## config.mk

```make
export PLATFORM = sky130hd
export DESIGN_NAME = debug_bus_comparator_match
export DESIGN_NICKNAME = d
export VERILOG_FILES = /design/src/design/debug_match_pkg.sv /design/src/design/level_sync.sv /design/src/design/comparator_unit.sv /design/src/design/debug_bus_comparator_match.sv
export SDC_FILE = /design/constraint.sdc
export NUM_CORES = 1
export LEC_CHECK = 0
export BUFFER_PORTS_ARGS = -buffer_cell sky130_fd_sc_hd__buf_2
export CORE_MARGIN = 2
export CORE_UTILIZATION = 45
export CTS_CLUSTER_SIZE = 14
export DETAILED_ROUTE_END_ITERATION = 7
export HOLD_SLACK_MARGIN = 0.1
export PLACE_DENSITY_LB_ADDON = 0.2
export SLEW_MARGIN = 20
export SYNTH_ARGS = -nofsm -noshare
export SYNTH_HDL_FRONTEND = slang
export SYNTH_SLANG_ARGS = --single-unit
```

## constraint.sdc

```tcl
create_clock -name aclk -period 2.7 [get_ports aclk]
set_clock_uncertainty 0.05 [all_clocks]
set_input_delay 0.135 -clock aclk [delete_from_list [all_inputs] [get_ports aclk]]
set_output_delay 0.135 -clock aclk [all_outputs]
set_load 0.005 [all_outputs]
```

## src/design/debug_match_pkg.sv

```systemverilog
// constants shared by the bus comparator match block
package debug_match_pkg;
    // register indices; byte address is four times the index
    localparam logic [5:0] IDX_CONTROL = 6'h20;
    localparam logic [5:0] IDX_STATUS = 6'h21;
    localparam logic [5:0] IDX_SELECT = 6'h26;
    localparam logic [5:0] IDX_COMP_CTRL = 6'h28;
    localparam logic [5:0] IDX_ADDR_HIGH = 6'h29;
    localparam logic [5:0] IDX_ADDR_MID = 6'h2a;
    localparam logic [5:0] IDX_ADDR_LOW = 6'h2b;
    localparam logic [5:0] IDX_DATA_HIGH = 6'h2c;
    localparam logic [5:0] IDX_DATA_LOW = 6'h2d;
    localparam logic [5:0] IDX_MASK_HIGH = 6'h2e;
    localparam logic [5:0] IDX_MASK_LOW = 6'h2f;

    // byte address field that carries the index
    localparam int IDX_LSB = 2;
    localparam int IDX_MSB = 7;

    // control register fields
    localparam int CTL_ARM = 0;
    localparam int CTL_BRK_EN = 1;
    // comparator control fields
    localparam int CC_ENABLE = 0;
    localparam int CC_DIR_EN = 2;
    localparam int CC_DIR = 3;
    // status register fields
    localparam int ST_ARMED = 0;
    localparam int ST_SECURE = 1;
    localparam int ST_SEEN_LSB = 4;

    // monitored bus widths and comparator count
    localparam int ADDR_W = 23;
    localparam int DATA_W = 16;
    localparam int NUM_COMP = 4;

    // reset values
    localparam logic [7:0] RESET_BYTE = 8'h00;
    localparam logic [31:0] RESET_WORD = 32'h0000_0000;

    // axi responses
    localparam logic [1:0] RESP_OKAY = 2'b00;
    localparam logic [1:0] RESP_SLVERR = 2'b10;
endpackage

```

## src/design/level_sync.sv

```systemverilog
// two flip-flop synchroniser for an asynchronous level
`timescale 1ns/100ps
`default_nettype none
module level_sync (
    // clock and reset
    input wire logic aclk,
    input wire logic aresetn,
    // level in and out
    input wire logic async_in,
    output logic sync_out
);
    logic stage1;

    // first stage feeds only the second
    always_ff @(posedge aclk) begin
        if (!aresetn) begin
            stage1 <= 1'b0;
            sync_out <= 1'b0;
        end else begin
            stage1 <= async_in;
            sync_out <= stage1;
        end
    end
endmodule
`default_nettype wire

```

## src/design/comparator_unit.sv

```systemverilog
// one address and data comparator of the debug match logic
`timescale 1ns/100ps
`default_nettype none
module comparator_unit
    import debug_match_pkg::*;
#(
    parameter bit HAS_DATA = 1'b1
) (
    // stored compare values
    input wire logic [ADDR_W-1:0] cmp_addr,
    input wire logic [DATA_W-1:0] cmp_data,
    input wire logic [DATA_W-1:0] cmp_mask,
    input wire logic [7:0] cmp_ctrl,
    // monitored bus
    input wire logic [ADDR_W-1:0] bus_addr,
    input wire logic [DATA_W-1:0] bus_data,
    input wire logic bus_read,
    input wire logic bus_valid,
    // result
    output logic hit
);
    // every address bit must equal its stored bit
    wire addr_ok = (bus_addr == cmp_addr);
    // masked-out data bits are don't care
    wire [DATA_W-1:0] data_diff = (bus_data ^ cmp_data) & cmp_mask;
    // comparators without data registers skip the data check
    wire data_ok = HAS_DATA ? (data_diff == '0) : 1'b1;
    // direction checked only when enabled; 1 demands a read
    wire dir_ok = !cmp_ctrl[CC_DIR_EN] ||
        (bus_read == cmp_ctrl[CC_DIR]);
    // all parts must agree within the same bus cycle
    assign hit = bus_valid && cmp_ctrl[CC_ENABLE] && addr_ok &&
        data_ok && dir_ok;
endmodule
`default_nettype wire

```

## src/design/debug_bus_comparator_match.sv

```systemverilog
// bus comparator match logic with its axi4-lite register slave
//
// Operation
// address bits 7..0 must equal the stored low address bits.
// data bits 15..8 must equal the stored high data byte.
// data bits 7..0 must equal the stored low data byte.
// a data bit counts only when its mask bit is one.
// mask bit zero excludes its data bit, one includes it.
// only first and third comparators hold and compare data.
// registers always readable; writes land only while not armed. Control and status writes still land while armed.
// in secure mode breakpoints still occur, tracing is blocked.
// address bits 22..16 must equal the stored high address bits.
// address bits 15..8 must equal the stored middle address bits.
// direction ignored unless enabled; then 0 write, 1 read.
// match needs all address and unmasked data bits equal together.
`timescale 1ns/100ps
`default_nettype none
module debug_bus_comparator_match
    import debug_match_pkg::*;
(
    // clock and reset
    input wire logic aclk,
    input wire logic aresetn,
    // axi4-lite write address
    input wire logic [31:0] s_axi_awaddr,
    input wire logic s_axi_awvalid,
    output logic s_axi_awready,
    // axi4-lite write data
    input wire logic [31:0] s_axi_wdata,
    input wire logic [3:0] s_axi_wstrb,
    input wire logic s_axi_wvalid,
    output logic s_axi_wready,
    // axi4-lite write response
    output logic [1:0] s_axi_bresp,
    output logic s_axi_bvalid,
    input wire logic s_axi_bready,
    // axi4-lite read address
    input wire logic [31:0] s_axi_araddr,
    input wire logic s_axi_arvalid,
    output logic s_axi_arready,
    // axi4-lite read data
    output logic [31:0] s_axi_rdata,
    output logic [1:0] s_axi_rresp,
    output logic s_axi_rvalid,
    input wire logic s_axi_rready,
    // monitored core bus, same clock
    input wire logic [ADDR_W-1:0] core_address,
    input wire logic [DATA_W-1:0] core_data,
    input wire logic core_read,
    input wire logic core_cycle,
    // chip security pin, asynchronous
    input wire logic secure_mode,
    // match results
    output logic [NUM_COMP-1:0] comparator_match,
    output logic breakpoint_request,
    output logic trace_record,
    output logic armed
);
    // index decode of a byte address
    function automatic logic [5:0] reg_index(input logic [31:0] addr);
        reg_index = addr[IDX_MSB:IDX_LSB];
    endfunction

    // true when a comparator carries data registers
    function automatic logic has_data(input logic [1:0] sel);
        has_data = !sel[0];
    endfunction

    // per comparator storage
    logic [6:0] addr_high [NUM_COMP];
    logic [7:0] addr_mid [NUM_COMP];
    logic [7:0] addr_low [NUM_COMP];
    logic [7:0] comp_ctrl [NUM_COMP];
    // data storage exists only for comparators 0 and 2
    logic [7:0] data_high [2];
    logic [7:0] data_low [2];
    logic [7:0] mask_high [2];
    logic [7:0] mask_low [2];

    // global control
    logic brk_enable;
    logic [1:0] select;
    logic [NUM_COMP-1:0] match_seen;
    logic secure_sync;

    // axi bookkeeping
    logic [31:0] wr_addr;
    logic [7:0] wr_byte;
    logic wr_lane;
    logic [31:0] rd_addr;
    logic rd_pending;

    // raw comparator results
    logic [NUM_COMP-1:0] raw_hit;

    level_sync u_secure_sync (
        .aclk(aclk),
        .aresetn(aresetn),
        .async_in(secure_mode),
        .sync_out(secure_sync)
    );

    // four comparators; only even ones compare data values
    genvar g;
    generate
        for (g = 0; g < NUM_COMP; g = g + 1) begin : g_comp
            localparam bit WITH_DATA = ((g % 2) == 0);
            localparam int DSLOT = g / 2;
            comparator_unit #(
                .HAS_DATA(WITH_DATA)
            ) u_comp (
                .cmp_addr({addr_high[g], addr_mid[g], addr_low[g]}),
                .cmp_data({data_high[DSLOT], data_low[DSLOT]}),
                .cmp_mask({mask_high[DSLOT], mask_low[DSLOT]}),
                .cmp_ctrl(comp_ctrl[g]),
                .bus_addr(core_address),
                .bus_data(core_data),
                .bus_read(core_read),
                .bus_valid(core_cycle),
                .hit(raw_hit[g])
            );
        end
    endgenerate

    // write side decode
    wire aw_taken = s_axi_awvalid && s_axi_awready;
    wire w_taken = s_axi_wvalid && s_axi_wready;
    wire wr_fire = !s_axi_awready && !s_axi_wready && !s_axi_bvalid;
    wire [5:0] wr_idx = reg_index(wr_addr);
    wire [0:0] wr_slot = select[1];
    wire wr_has_data = has_data(select);
    wire wr_is_comp = (wr_idx >= IDX_COMP_CTRL) &&
        (wr_idx <= IDX_MASK_LOW);
    wire wr_is_data = (wr_idx >= IDX_DATA_HIGH) &&
        (wr_idx <= IDX_MASK_LOW);
    wire wr_known = wr_is_comp || (wr_idx == IDX_CONTROL) ||
        (wr_idx == IDX_STATUS) || (wr_idx == IDX_SELECT);
    // comparator registers frozen while armed; odd ones lack data
    wire wr_open = wr_fire && wr_lane && !armed;
    wire wr_comp_ok = wr_open && wr_is_comp &&
        (!wr_is_data || wr_has_data);
    wire wr_ctl = wr_fire && wr_lane && (wr_idx == IDX_CONTROL);
    wire wr_clr = wr_fire && wr_lane && (wr_idx == IDX_STATUS);
    wire wr_sel = wr_open && (wr_idx == IDX_SELECT);

    // read side decode
    wire ar_taken = s_axi_arvalid && s_axi_arready;
    wire r_done = s_axi_rvalid && s_axi_rready;
    wire [5:0] rd_idx = reg_index(rd_addr);
    wire [0:0] rd_slot = select[1];
    wire rd_has_data = has_data(select);
    wire [7:0] rd_status = {match_seen, 2'b00, secure_sync, armed};
    wire [7:0] rd_control = {6'b00_0000, brk_enable, armed};
    wire [7:0] rd_data_high = rd_has_data ? data_high[rd_slot] : RESET_BYTE;
    wire [7:0] rd_data_low = rd_has_data ? data_low[rd_slot] : RESET_BYTE;
    wire [7:0] rd_mask_high = rd_has_data ? mask_high[rd_slot] : RESET_BYTE;
    wire [7:0] rd_mask_low = rd_has_data ? mask_low[rd_slot] : RESET_BYTE;

    // read data selection, readable regardless of arming
    logic [7:0] rd_byte;
    logic rd_known;
    always_comb begin
        rd_byte = RESET_BYTE;
        rd_known = 1'b1;
        unique case (rd_idx)
            IDX_CONTROL: rd_byte = rd_control;
            IDX_STATUS: rd_byte = rd_status;
            IDX_SELECT: rd_byte = {6'b00_0000, select};
            IDX_COMP_CTRL: rd_byte = comp_ctrl[select];
            IDX_ADDR_HIGH: rd_byte = {1'b0, addr_high[select]};
            IDX_ADDR_MID: rd_byte = addr_mid[select];
            IDX_ADDR_LOW: rd_byte = addr_low[select];
            IDX_DATA_HIGH: rd_byte = rd_data_high;
            IDX_DATA_LOW: rd_byte = rd_data_low;
            IDX_MASK_HIGH: rd_byte = rd_mask_high;
            IDX_MASK_LOW: rd_byte = rd_mask_low;
            default: rd_known = 1'b0;
        endcase
    end

    // write address channel; held until the response completes
    always_ff @(posedge aclk) begin
        if (!aresetn) begin
            s_axi_awready <= 1'b1;
            wr_addr <= RESET_WORD;
        end else if (aw_taken) begin
            s_axi_awready <= 1'b0;
            wr_addr <= s_axi_awaddr;
        end else if (s_axi_bvalid && s_axi_bready) begin
            s_axi_awready <= 1'b1;
        end
    end

    // write data channel; only the low byte lane carries a register
    always_ff @(posedge aclk) begin
        if (!aresetn) begin
            s_axi_wready <= 1'b1;
            wr_byte <= RESET_BYTE;
            wr_lane <= 1'b0;
        end else if (w_taken) begin
            s_axi_wready <= 1'b0;
            wr_byte <= s_axi_wdata[7:0];
            wr_lane <= s_axi_wstrb[0];
        end else if (s_axi_bvalid && s_axi_bready) begin
            s_axi_wready <= 1'b1;
        end
    end

    // write response; unmapped indices answer slverr
    always_ff @(posedge aclk) begin
        if (!aresetn) begin
            s_axi_bvalid <= 1'b0;
            s_axi_bresp <= RESP_OKAY;
        end else if (wr_fire) begin
            s_axi_bvalid <= 1'b1;
            s_axi_bresp <= wr_known ? RESP_OKAY : RESP_SLVERR;
        end else if (s_axi_bready) begin
            s_axi_bvalid <= 1'b0;
        end
    end

    // read address channel, one read in flight
    always_ff @(posedge aclk) begin
        if (!aresetn) begin
            s_axi_arready <= 1'b1;
            rd_addr <= RESET_WORD;
            rd_pending <= 1'b0;
        end else if (ar_taken) begin
            s_axi_arready <= 1'b0;
            rd_addr <= s_axi_araddr;
            rd_pending <= 1'b1;
        end else begin
            rd_pending <= 1'b0;
            if (r_done) begin
                s_axi_arready <= 1'b1;
            end
        end
    end

    // read data channel, byte in the low lane
    always_ff @(posedge aclk) begin
        if (!aresetn) begin
            s_axi_rvalid <= 1'b0;
            s_axi_rdata <= RESET_WORD;
            s_axi_rresp <= RESP_OKAY;
        end else if (rd_pending) begin
            s_axi_rvalid <= 1'b1;
            s_axi_rdata <= {24'h00_0000, rd_byte};
            s_axi_rresp <= rd_known ? RESP_OKAY : RESP_SLVERR;
        end else if (r_done) begin
            s_axi_rvalid <= 1'b0;
        end
    end

    // arming and breakpoint enable stay writable to allow disarm
    always_ff @(posedge aclk) begin
        if (!aresetn) begin
            armed <= 1'b0;
            brk_enable <= 1'b0;
        end else if (wr_ctl) begin
            armed <= wr_byte[CTL_ARM];
            brk_enable <= wr_byte[CTL_BRK_EN];
        end
    end

    // comparator selection, frozen with the rest while armed
    always_ff @(posedge aclk) begin
        if (!aresetn) begin
            select <= 2'b00;
        end else if (wr_sel) begin
            select <= wr_byte[1:0];
        end
    end

    // address and control storage of the selected comparator
    always_ff @(posedge aclk) begin
        if (!aresetn) begin
            for (int i = 0; i < NUM_COMP; i++) begin
                addr_high[i] <= RESET_BYTE[6:0];
                addr_mid[i] <= RESET_BYTE;
                addr_low[i] <= RESET_BYTE;
                comp_ctrl[i] <= RESET_BYTE;
            end
        end else if (wr_comp_ok) begin
            if (wr_idx == IDX_COMP_CTRL) begin
                comp_ctrl[select] <= wr_byte;
            end
            if (wr_idx == IDX_ADDR_HIGH) begin
                addr_high[select] <= wr_byte[6:0];
            end
            if (wr_idx == IDX_ADDR_MID) begin
                addr_mid[select] <= wr_byte;
            end
            if (wr_idx == IDX_ADDR_LOW) begin
                addr_low[select] <= wr_byte;
            end
        end
    end

    // data and mask storage; writes for odd comparators are dropped
    always_ff @(posedge aclk) begin
        if (!aresetn) begin
            for (int i = 0; i < 2; i++) begin
                data_high[i] <= RESET_BYTE;
                data_low[i] <= RESET_BYTE;
                mask_high[i] <= RESET_BYTE;
                mask_low[i] <= RESET_BYTE;
            end
        end else if (wr_comp_ok && wr_is_data) begin
            if (wr_idx == IDX_DATA_HIGH) begin
                data_high[wr_slot] <= wr_byte;
            end
            if (wr_idx == IDX_DATA_LOW) begin
                data_low[wr_slot] <= wr_byte;
            end
            if (wr_idx == IDX_MASK_HIGH) begin
                mask_high[wr_slot] <= wr_byte;
            end
            if (wr_idx == IDX_MASK_LOW) begin
                mask_low[wr_slot] <= wr_byte;
            end
        end
    end

    // match outputs only count while armed
    wire [NUM_COMP-1:0] armed_hit = raw_hit & {NUM_COMP{armed}};
    wire any_hit = |armed_hit;
    // write-one-to-clear mask for the sticky flags
    wire [NUM_COMP-1:0] seen_clr = wr_clr ?
        wr_byte[ST_SEEN_LSB +: NUM_COMP] : {NUM_COMP{1'b0}};

    // sticky match flags; a new hit beats a clear in the same cycle
    always_ff @(posedge aclk) begin
        if (!aresetn) begin
            match_seen <= {NUM_COMP{1'b0}};
        end else begin
            match_seen <= (match_seen & ~seen_clr) | armed_hit;
        end
    end

    // registered results toward sequencer, breakpoint and trace
    always_ff @(posedge aclk) begin
        if (!aresetn) begin
            comparator_match <= {NUM_COMP{1'b0}};
            breakpoint_request <= 1'b0;
            trace_record <= 1'b0;
        end else begin
            comparator_match <= armed_hit;
            // breakpoints survive secure mode
            breakpoint_request <= any_hit && brk_enable;
            // tracing is suppressed while the chip is secured
            trace_record <= any_hit && !secure_sync;
        end
    end
endmodule
`default_nettype wire

```

* Yosys cells after proc, flatten, opt, wreduce, memory -nomap -nowiden
Memory sizes are Yosys's and may differ from the RTL's. A register that Yosys moved wholly into a read port is not among the register bits.
Index checks and enable logic that the tools add are counted.
** Storage, ports and cells
- Flip-flop bits (word level) :: 59
- Bits in writable memories :: 188
- Input bits :: 149
- Output and inout port bits :: 48
- Logic and storage cells :: 232
- Memories kept :: 8
** Memories
- addr_low :: words 4, width 8, read ports 5, clocked after Yosys merged registers in 1, wr ports 4, RTL line debug_bus_comparator_match.sv:72 : logic [7:0] addr_low [NUM_COMP];
- addr_mid :: words 4, width 8, read ports 5, clocked after Yosys merged registers in 1, wr ports 4, RTL line debug_bus_comparator_match.sv:71 : logic [7:0] addr_mid [NUM_COMP];
- comp_ctrl :: words 4, width 8, read ports 5, clocked after Yosys merged registers in 1, wr ports 4, RTL line debug_bus_comparator_match.sv:73 : logic [7:0] comp_ctrl [NUM_COMP];
- addr_high :: words 4, width 7, read ports 5, clocked after Yosys merged registers in 1, wr ports 4, RTL line debug_bus_comparator_match.sv:70 : logic [6:0] addr_high [NUM_COMP];
- data_high :: words 2, width 8, read ports 3, clocked after Yosys merged registers in 1, wr ports 2, RTL line debug_bus_comparator_match.sv:75 : logic [7:0] data_high [2];
- data_low :: words 2, width 8, read ports 3, clocked after Yosys merged registers in 1, wr ports 2, RTL line debug_bus_comparator_match.sv:76 : logic [7:0] data_low [2];
- +2 memories
** Cells by class
- $lt $le $gt $ge :: 3
- Equality and inequality tests :: 30
- Mux-type cells :: 92
- Bitwise logic cells :: 8
- Reductions and logical operators :: 69
** Operator list (number)
- 6-bit equality test, second input constant :: 22
- 23-bit equality test :: 4
- 8-bit 2-to-1 mux :: 11
- 8-bit case mux with 11 select lines :: 1
- 1-bit 2-to-1 mux :: 64
- 8-bit OR reduction :: 7
- 1-bit logical AND :: 33
- 16-bit AND :: 2
- 16-bit zero test :: 2
- 16-bit XOR :: 2
- 2-bit 2-to-1 mux :: 14
- 6-bit greater-or-equal comparator, second input constant :: 2
- 1-bit zero test :: 11
- 11-bit OR reduction :: 1
- 2-bit nonzero test :: 5
- 4-bit AND :: 2
- 1-bit logical OR :: 8
- 7-bit 2-to-1 mux :: 1
- 7-bit OR reduction :: 1
- 6-bit <= comparator, second input constant :: 1
- 1-bit equality test :: 4
- 4-bit 2-to-1 mux :: 1
- 4-bit NOT :: 1
- 4-bit bitwise OR :: 1
- 4-bit OR reduction :: 1

* Depth between registers and ports, before layout
Gate-level depths: netlist of run 1.
- Depth in word-level cells :: 13
- Depth in mapped cells :: 8
- Depth with buffers taken out :: 6

* Modules after synthesis
From an unflattened synthesis of run 1, not the netlist that was laid out.
** Second synthesis, totals
- Cell total of the unflattened synthesis :: 1068
- Area total of the unflattened synthesis :: 12847.3 um^2
** Modules (own cells, without submodules)
- debug_bus_comparator_match :: instances 1, cells each 878, area an instance 11255.8 um^2, sequential area each 6726.5 um^2
- comparator_unit (g_comp[0].u_comp ...) :: instances 2, cells each 59, area an instance 495.5 um^2, sequential area each 0.0 um^2
- comparator_unit (g_comp[1].u_comp ...) :: instances 2, cells each 34, area an instance 274.0 um^2, sequential area each 0.0 um^2
- level_sync :: instances 1, cells each 4, area an instance 52.6 um^2, sequential area each 40.0 um^2

* Least setup slack after synthesis of run 1
No wires, ideal clock.
- Kind :: flip-flop to flip-flop
- From :: register s_axi_bvalid
- To :: memory addr_low[2][0] (enable)
- Setup time :: 0.384 ns
- Arrival :: 2.007 ns
- Required time :: 2.266 ns
- Path slack :: 0.259 ns
- Stages on the path, launching flop included :: 5
- Path buffers :: 0
- Period minus slack after synthesis :: 2.441 ns
- Cell sequence :: dfxtp_1 nor3_4 nand4_4 or4_4 o21ai_0
** RTL lines
- from (decl) :: RTL line debug_bus_comparator_match.sv:35 : output logic s_axi_bvalid,
- from (signal assigned) :: RTL line debug_bus_comparator_match.sv:212 : s_axi_bvalid <= 1'b0;
- from (signal assigned) :: RTL line debug_bus_comparator_match.sv:215 : s_axi_bvalid <= 1'b1;
- from (signal assigned) :: RTL line debug_bus_comparator_match.sv:218 : s_axi_bvalid <= 1'b0;
- to (decl) :: RTL line debug_bus_comparator_match.sv:72

==> flow_summary.yaml, run 1 <==
timing:
  setup_tns_ps: 0
  hold_viol: 0
  setup-violations-final: 0
  rsz0062_at_grt: "no"
  slew_viol_final: 0
  whs_ps: 139
  max_freq_ghz: 0.403
  slew_headroom: 0.437
  fin_crit_sh: 0.920
  final.min_clock_period_ps: 2480
  tightestPinTransition_ps: 843
power_and_ir_drop:
  seqPwrFrac: 0.488
  total_power_uw: 8780
  pwr-share-clk: 0.432
  ir_drop_mv: 0.489
  combPwrFrac: 0.080
  p_leak_uw: 0.00599
  p_per_area_nw_per_um2: 581
  swShare: 0.233
  internal-power_uw: 6730
  p_sw_uw: 2050
finish:
  syn_to_final_growth_pct: 19.7
  diodes: 0
  drive_above_1_share: 0.194
  num-nets-final: 1382
  stdcell_area_sq_um: 15100
floorplanning:
  start_util: 0.456
  dieArea_sq_um: 29400
  io-pin-count: 197
  core_area_sq_um: 27700
  dieHeight_um: 172
  num_rows: 61
  die_width_um: 172
clocking:
  root_buffer: "clkbuf_16"
  ctsResizeCount: 0
  post_cts_buffers: 0
  clock_path_buffers: 3
  cts_buffers: 27
  cts.sinks: 244
  ctsHoldBuffers: 56
  cts_tree: "done"
  cts.htree.levels: 1
  clk_pin_slew_ps: 60
  insertion_delay_ps: 540
global_routing:
  busiest_layer: "met2"
  grt_pass1_wl_mm: 53.7
  grt_overflow: 0
  grt_max_degree: 36
  grt_use_met1: 0.378
  grt_usage: 0.251
  grt_pass1_vias: 8527
  met2_usage: 0.378
  met3_usage: 0.0384
  grt_antenna_before_repair: 0
synth:
  synthDominantCellAreaShare: 0.447
  ys.flop_type: "edfxtp_1"
  synth.ff_latch_count: 244
  netlist_instances: 1069
  synth_edf_count: 188
  synth_area_leaders: "edfxtp_1, dfxtp_1, xor2_1, and2_1, mux4_2"
  avgSynthCellArea_sq_um: 11.8
  synth_top_area_cell: "edfxtp_1"
  seq_area_frac_synth: 0.536
  synth_warnings: 0
  ys_types: 53
  syn_area_sq_um: 12600
  synthArstFlopShare: 0
placed_design:
  place_congestion: 0.954
  dpl_cell_area_sq_um: 13600
  hpwl_mm: 26.7
  io_buffers: 91
route:
  drt_first_pass_iters: 6
  vias_per_cell: 5.55
  drtIter0Drc: 1023
  routed_wl_mm: 36.8
  wl_per_cell_um: 22.6
  num_vias: 9056
  drc: 0
  ant_nets: 0
hold_path:
  hold_class: "primary input to register"
critical_path:
  cp-start-kind: "register"
  required_ps: 2840
  path_class: "register to register"
  endpoint_kind: "register"
  critPathArrivalTime_ps: 2620
  cp_max_fo: 9
run:
  drv_cap: 0
status:
  status: "complete, no violations"
## layer usage
layer  vias up  routed length [um]
met5         -                   0
met4         0                 936
met3        59                3510
met2       483               16100
met1      4367               16300
li1       4147                   -
## cell usage after synthesis, types with 2 or more instances
cell         n
buf_4       26
mux2i_1     40
nand4_1     14
o22ai_1     17
or4_4        2
nor2b_1      8
nand3b_1     4
mux2_2       2
dfxtp_1     56
nor4_4       3
and3_1      56
nor3b_1      2
a21o_1       2
a31o_2       2
clkbuf_1    44
nor3_4       3
o21ai_0     28
o211ai_1     2
o2111ai_1    2
nand3_1     16
nor2_2       6
a21oi_1     30
mux4_2      33
a22oi_1     16
xor2_1     128
nand2b_1     9
buf_1        5
nand2_1     84
and3b_1      2
nor4_1      23
nor2_1      29
buf_2       10
and2_1     137
edfxtp_1   188
a22o_1       2
nor3_1       8
inv_1        9
a211oi_1     6
## worst max-delay path, stage by stage (launching register included)
cell and delay [ps]:
dfxtp_1 370, nor3_4 260, nand4_4 220, nor4_4 330, nand2_4 140, nor3_4 380, nand2b_1 390
## placed cells by master (no fill, tap or decap), drive strengths merged, types with 17 or more instances in the layout
cell type	netlist	layout
edfxtp	188	188
buf	41	139
and2	137	137
xor2	128	128
nand2	86	86
and3	56	56
dlygate4sd3	0	56
dfxtp	56	56
mux2i	40	40
nor2	36	36
mux4	33	33
clkbuf	44	31
a21oi	30	30
o21ai	28	28
nor4	27	27
conb	1	26
o22ai	17	17
## area by class of cell
cell class	count	area [sq um]
Clock inverter	18	179
Sequential cell	244	6770
Inverter	9	33.8
Fill cell	2353	12600
Clock buffer	31	754
Timing Repair Buffer	195	1410
Tap cell	378	473
Multi-Input combinational cell	756	5500
## path summary, 6_finish.rpt
check                                                     start                                end  slack, ps  cells after the start
worst max-delay path                  s_axi_bvalid$_SDFFE_PN0P_      data_high[1][2]$_SDFFCE_PN0P_        220                      6
worst min-delay path                              s_axi_awvalid         s_axi_awready$_SDFFE_PN1P_        140                      4
worst max register to register        s_axi_bvalid$_SDFFE_PN0P_      data_high[1][2]$_SDFFCE_PN0P_        220                      6
worst min register to register  u_secure_sync.stage1$_SDFF_PN0_  u_secure_sync.sync_out$_SDFF_PN0_        390                      1
## per-stage QoR
step                utilization  std cells  setup WS, ps
global placement          0.492       1526           337
global route              0.546       1631          58.1
floorplan                     -       1094           259
finish                    0.546       1631           217
CTS                       0.546       1631           204
detailed placement        0.492       1526           224
## cells by family after synthesis
kind of cell,Yosys count,share of synthesized area
and+or+nand+nor,414,0.191
AOI/OAI and AO/OA,113,0.0551
DFF,244,0.536
xor gates and xnor gates,128,0.0887
other,1,0.000297
buffers and inverters,94,0.0366
muxes,75,0.0923
## state kept, by name (all words and copies together) (netlist names), 2 cells and up, named ones only
register / cells
mask_low: 16
comp_ctrl: 32
match_seen: 4
addr_low: 32
addr_high: 28
wr_byte: 8
s_axi_rdata: 8
select: 2
mask_high: 16
comparator_match: 4
addr_mid: 32
wr_addr: 6
data_low: 16
rd_addr: 6
data_high: 16
## power by group through the flow
stage,logic [uW],clock network [uW],registers (uW)
after floorplan,375,0,4300
after global placement,614,0,4360
after detailed placement,616,0,4360
after CTS,685,3840,4280
after global routing,750,3980,4300
final,699,3790,4290
No activity file was read; power rests on OpenSTA's default activity.
==> run 2, diff against run 1 <==
--- a/config.mk
+++ b/config.mk
@@ -6,7 +6,8 @@
 export NUM_CORES = 1
 export LEC_CHECK = 0
 export BUFFER_PORTS_ARGS = -buffer_cell sky130_fd_sc_hd__buf_2
-export CORE_MARGIN = 2
+export CORE_ASPECT_RATIO = 0.8
+export CORE_MARGIN = 4
 export CORE_UTILIZATION = 45
 export CTS_CLUSTER_SIZE = 14
 export DETAILED_ROUTE_END_ITERATION = 7
==> run 2 against run 1 <==
  * Cell area shrank 0.41%
  * Sequential power is essentially flat
  * Combinational power grew 1%
  * Critical path type unchanged
  * Worst setup slack gained 27 ps
  * Final cell count shrank 0.74%
  * First-iteration DRC count grew 0.49%
  * Critical path depth shrank 1
  * Utilization grew 0.32 points
  * Fmax grew 1.1%
==> flow_summary.yaml, run 2 (synthesis gave the netlist of run 1 again) <==
run:
  drv_cap: 0
clocking:
  post_cts_buffers: 0
  insertion_delay_ps: 550
  cts_buffers: 26
  clk_pin_slew_ps: 60
  ctsResizeCount: 0
  cts.htree.levels: 1
  cts.sinks: 244
  clock_path_buffers: 3
  cts_tree: "done"
  root_buffer: "clkbuf_16"
timing:
  layout_setup_ws_ps: 244
  hold_viol: 0
  setup_tns_ps: 0
  setup-violations-final: 0
  slew_viol_final: 0
  tightestPinTransition_ps: 1010
  fin_crit_sh: 0.910
  final.min_clock_period_ps: 2460
  max_freq_ghz: 0.407
  rsz0062_at_grt: "no"
  slew_headroom: 0.328
global_routing:
  busiest_layer: "met1"
  grt_overflow: 0
  grt_pass1_wl_mm: 56.3
  grt_use_met1: 0.374
  grt_pass1_vias: 8612
  grt_usage: 0.243
  met2_usage: 0.346
  grt_max_degree: 36
  grt_antenna_before_repair: 1
  met3_usage: 0.0647
finish:
  diodes: 0
  num-nets-final: 1384
  layout_commonest_cell: "edfxtp_1"
  final_cell_mix: "edfxtp_1, and2_1, xor2_1, buf_2, nand2_1"
  fill_cells: 2355
  multi_input_area_sq_um: 5500
  instances_no_fill: 1619
  stdcell_area_sq_um: 15100
  syn_to_final_growth_pct: 19.2
  reg.largest.list: "addr_low (32), addr_mid (32), comp_ctrl (32)"
  seq_area_sq_um: 6770
  post-route-util: 0.549
  drive_above_1_share: 0.190
critical_path:
  critPathArrivalTime_ps: 2600
  path_class: "register to register"
  cp-start-kind: "register"
  required_ps: 2850
  endpoint_kind: "register"
  r2r_cells: 5
  cp_max_fo: 8
route:
  vias_per_cell: 5.54
  drtIter0Drc: 1028
  routed_wl_mm: 38.3
  wl_per_cell_um: 23.7
  drc: 0
  drt_first_pass_iters: 5
  ant_nets: 0
  num_vias: 8968
hold_path:
  hold_class: "primary input to register"
  min_path_cells: 5
status:
  status: "complete, no violations"
power_and_ir_drop:
  ir_drop_mv: 0.441
  p_leak_uw: 0.00594
  p_per_area_nw_per_um2: 571
placed_design:
  dpl_cell_area_sq_um: 13600
  dp_cells: 1512
  io_buffers: 91
  place_congestion: 0.964
  hpwl_mm: 27.8
  post-place-ws_ps: 283
floorplanning:
  start_util: 0.461
  io-pin-count: 197
  core_area_sq_um: 27400
  dieArea_sq_um: 30800
  die_width_um: 195
  dieHeight_um: 158
  num_rows: 54
==> run 2: changes by cell type in the layout (fill, tap and decap cells not counted), sizes merged <==
cell | before | now
dlygate4sd3 | 56 | 59
clkinvlp | 1 | 5
clkinv | 13 | 9
clkbuf | 31 | 30
==> run 2: layout make-up <==
class,count,share of cell area
flip-flops and latches,244,0.449
multi-input cells,756,0.365
repair buffers,198,0.0959
clock buffers,30,0.0449
well taps,364,0.0302
clock inverters,18,0.0121
inverters,9,0.00224
==> run 2: metal layers <==
metal  routed length (um)  up-vias
met5                   12        -
met4                  925        2
met3                 3700       59
met2                15800      394
met1                17900     4366
li1                     -     4147
==> run 2: through the flow <==
step / power, uW / hold slack, ps
finish: 8600 / 164
global route: 8850 / 198
CTS: 8630 / 129
detailed placement: 4990 / 310
global placement: 4980 / 296
floorplan: 4670 / 212
==> run 2: worst paths after layout <==
check                                                       start  slack, ps                             end
worst max-delay path                    s_axi_bvalid$_SDFFE_PN0P_        240    addr_mid[1][3]$_SDFFCE_PN0P_
worst min-delay path                                 core_data[6]        160  comparator_match[0]$_SDFF_PN0_
worst max register to register          s_axi_bvalid$_SDFFE_PN0P_        240    addr_mid[1][3]$_SDFFCE_PN0P_
worst min register to register  u_secure_sync.sync_out$_SDFF_PN0_        400         trace_record$_SDFF_PN0_
==> run 2: what timing repair did <==
action / CTS / global route
setup endpoints to repair: 0 / 0
hold buffers: 59 / 0
hold endpoints to repair: 29 / 0
==> run 2: where the power goes <==
part | switching [uW] | total (uW) | internal [uW]
Combinational | 421 | 707 | 285
Clock | 1520 | 3600 | 2090
Sequential | 134 | 4290 | 4160
==> run 2: worst max-delay path, cell delays in order, from the launching register on <==
cell and delay, ps:
dfxtp_1 360, nor3_4 250, nand4_4 210, nor3b_1 400
and4_1 440, nand2b_1 390
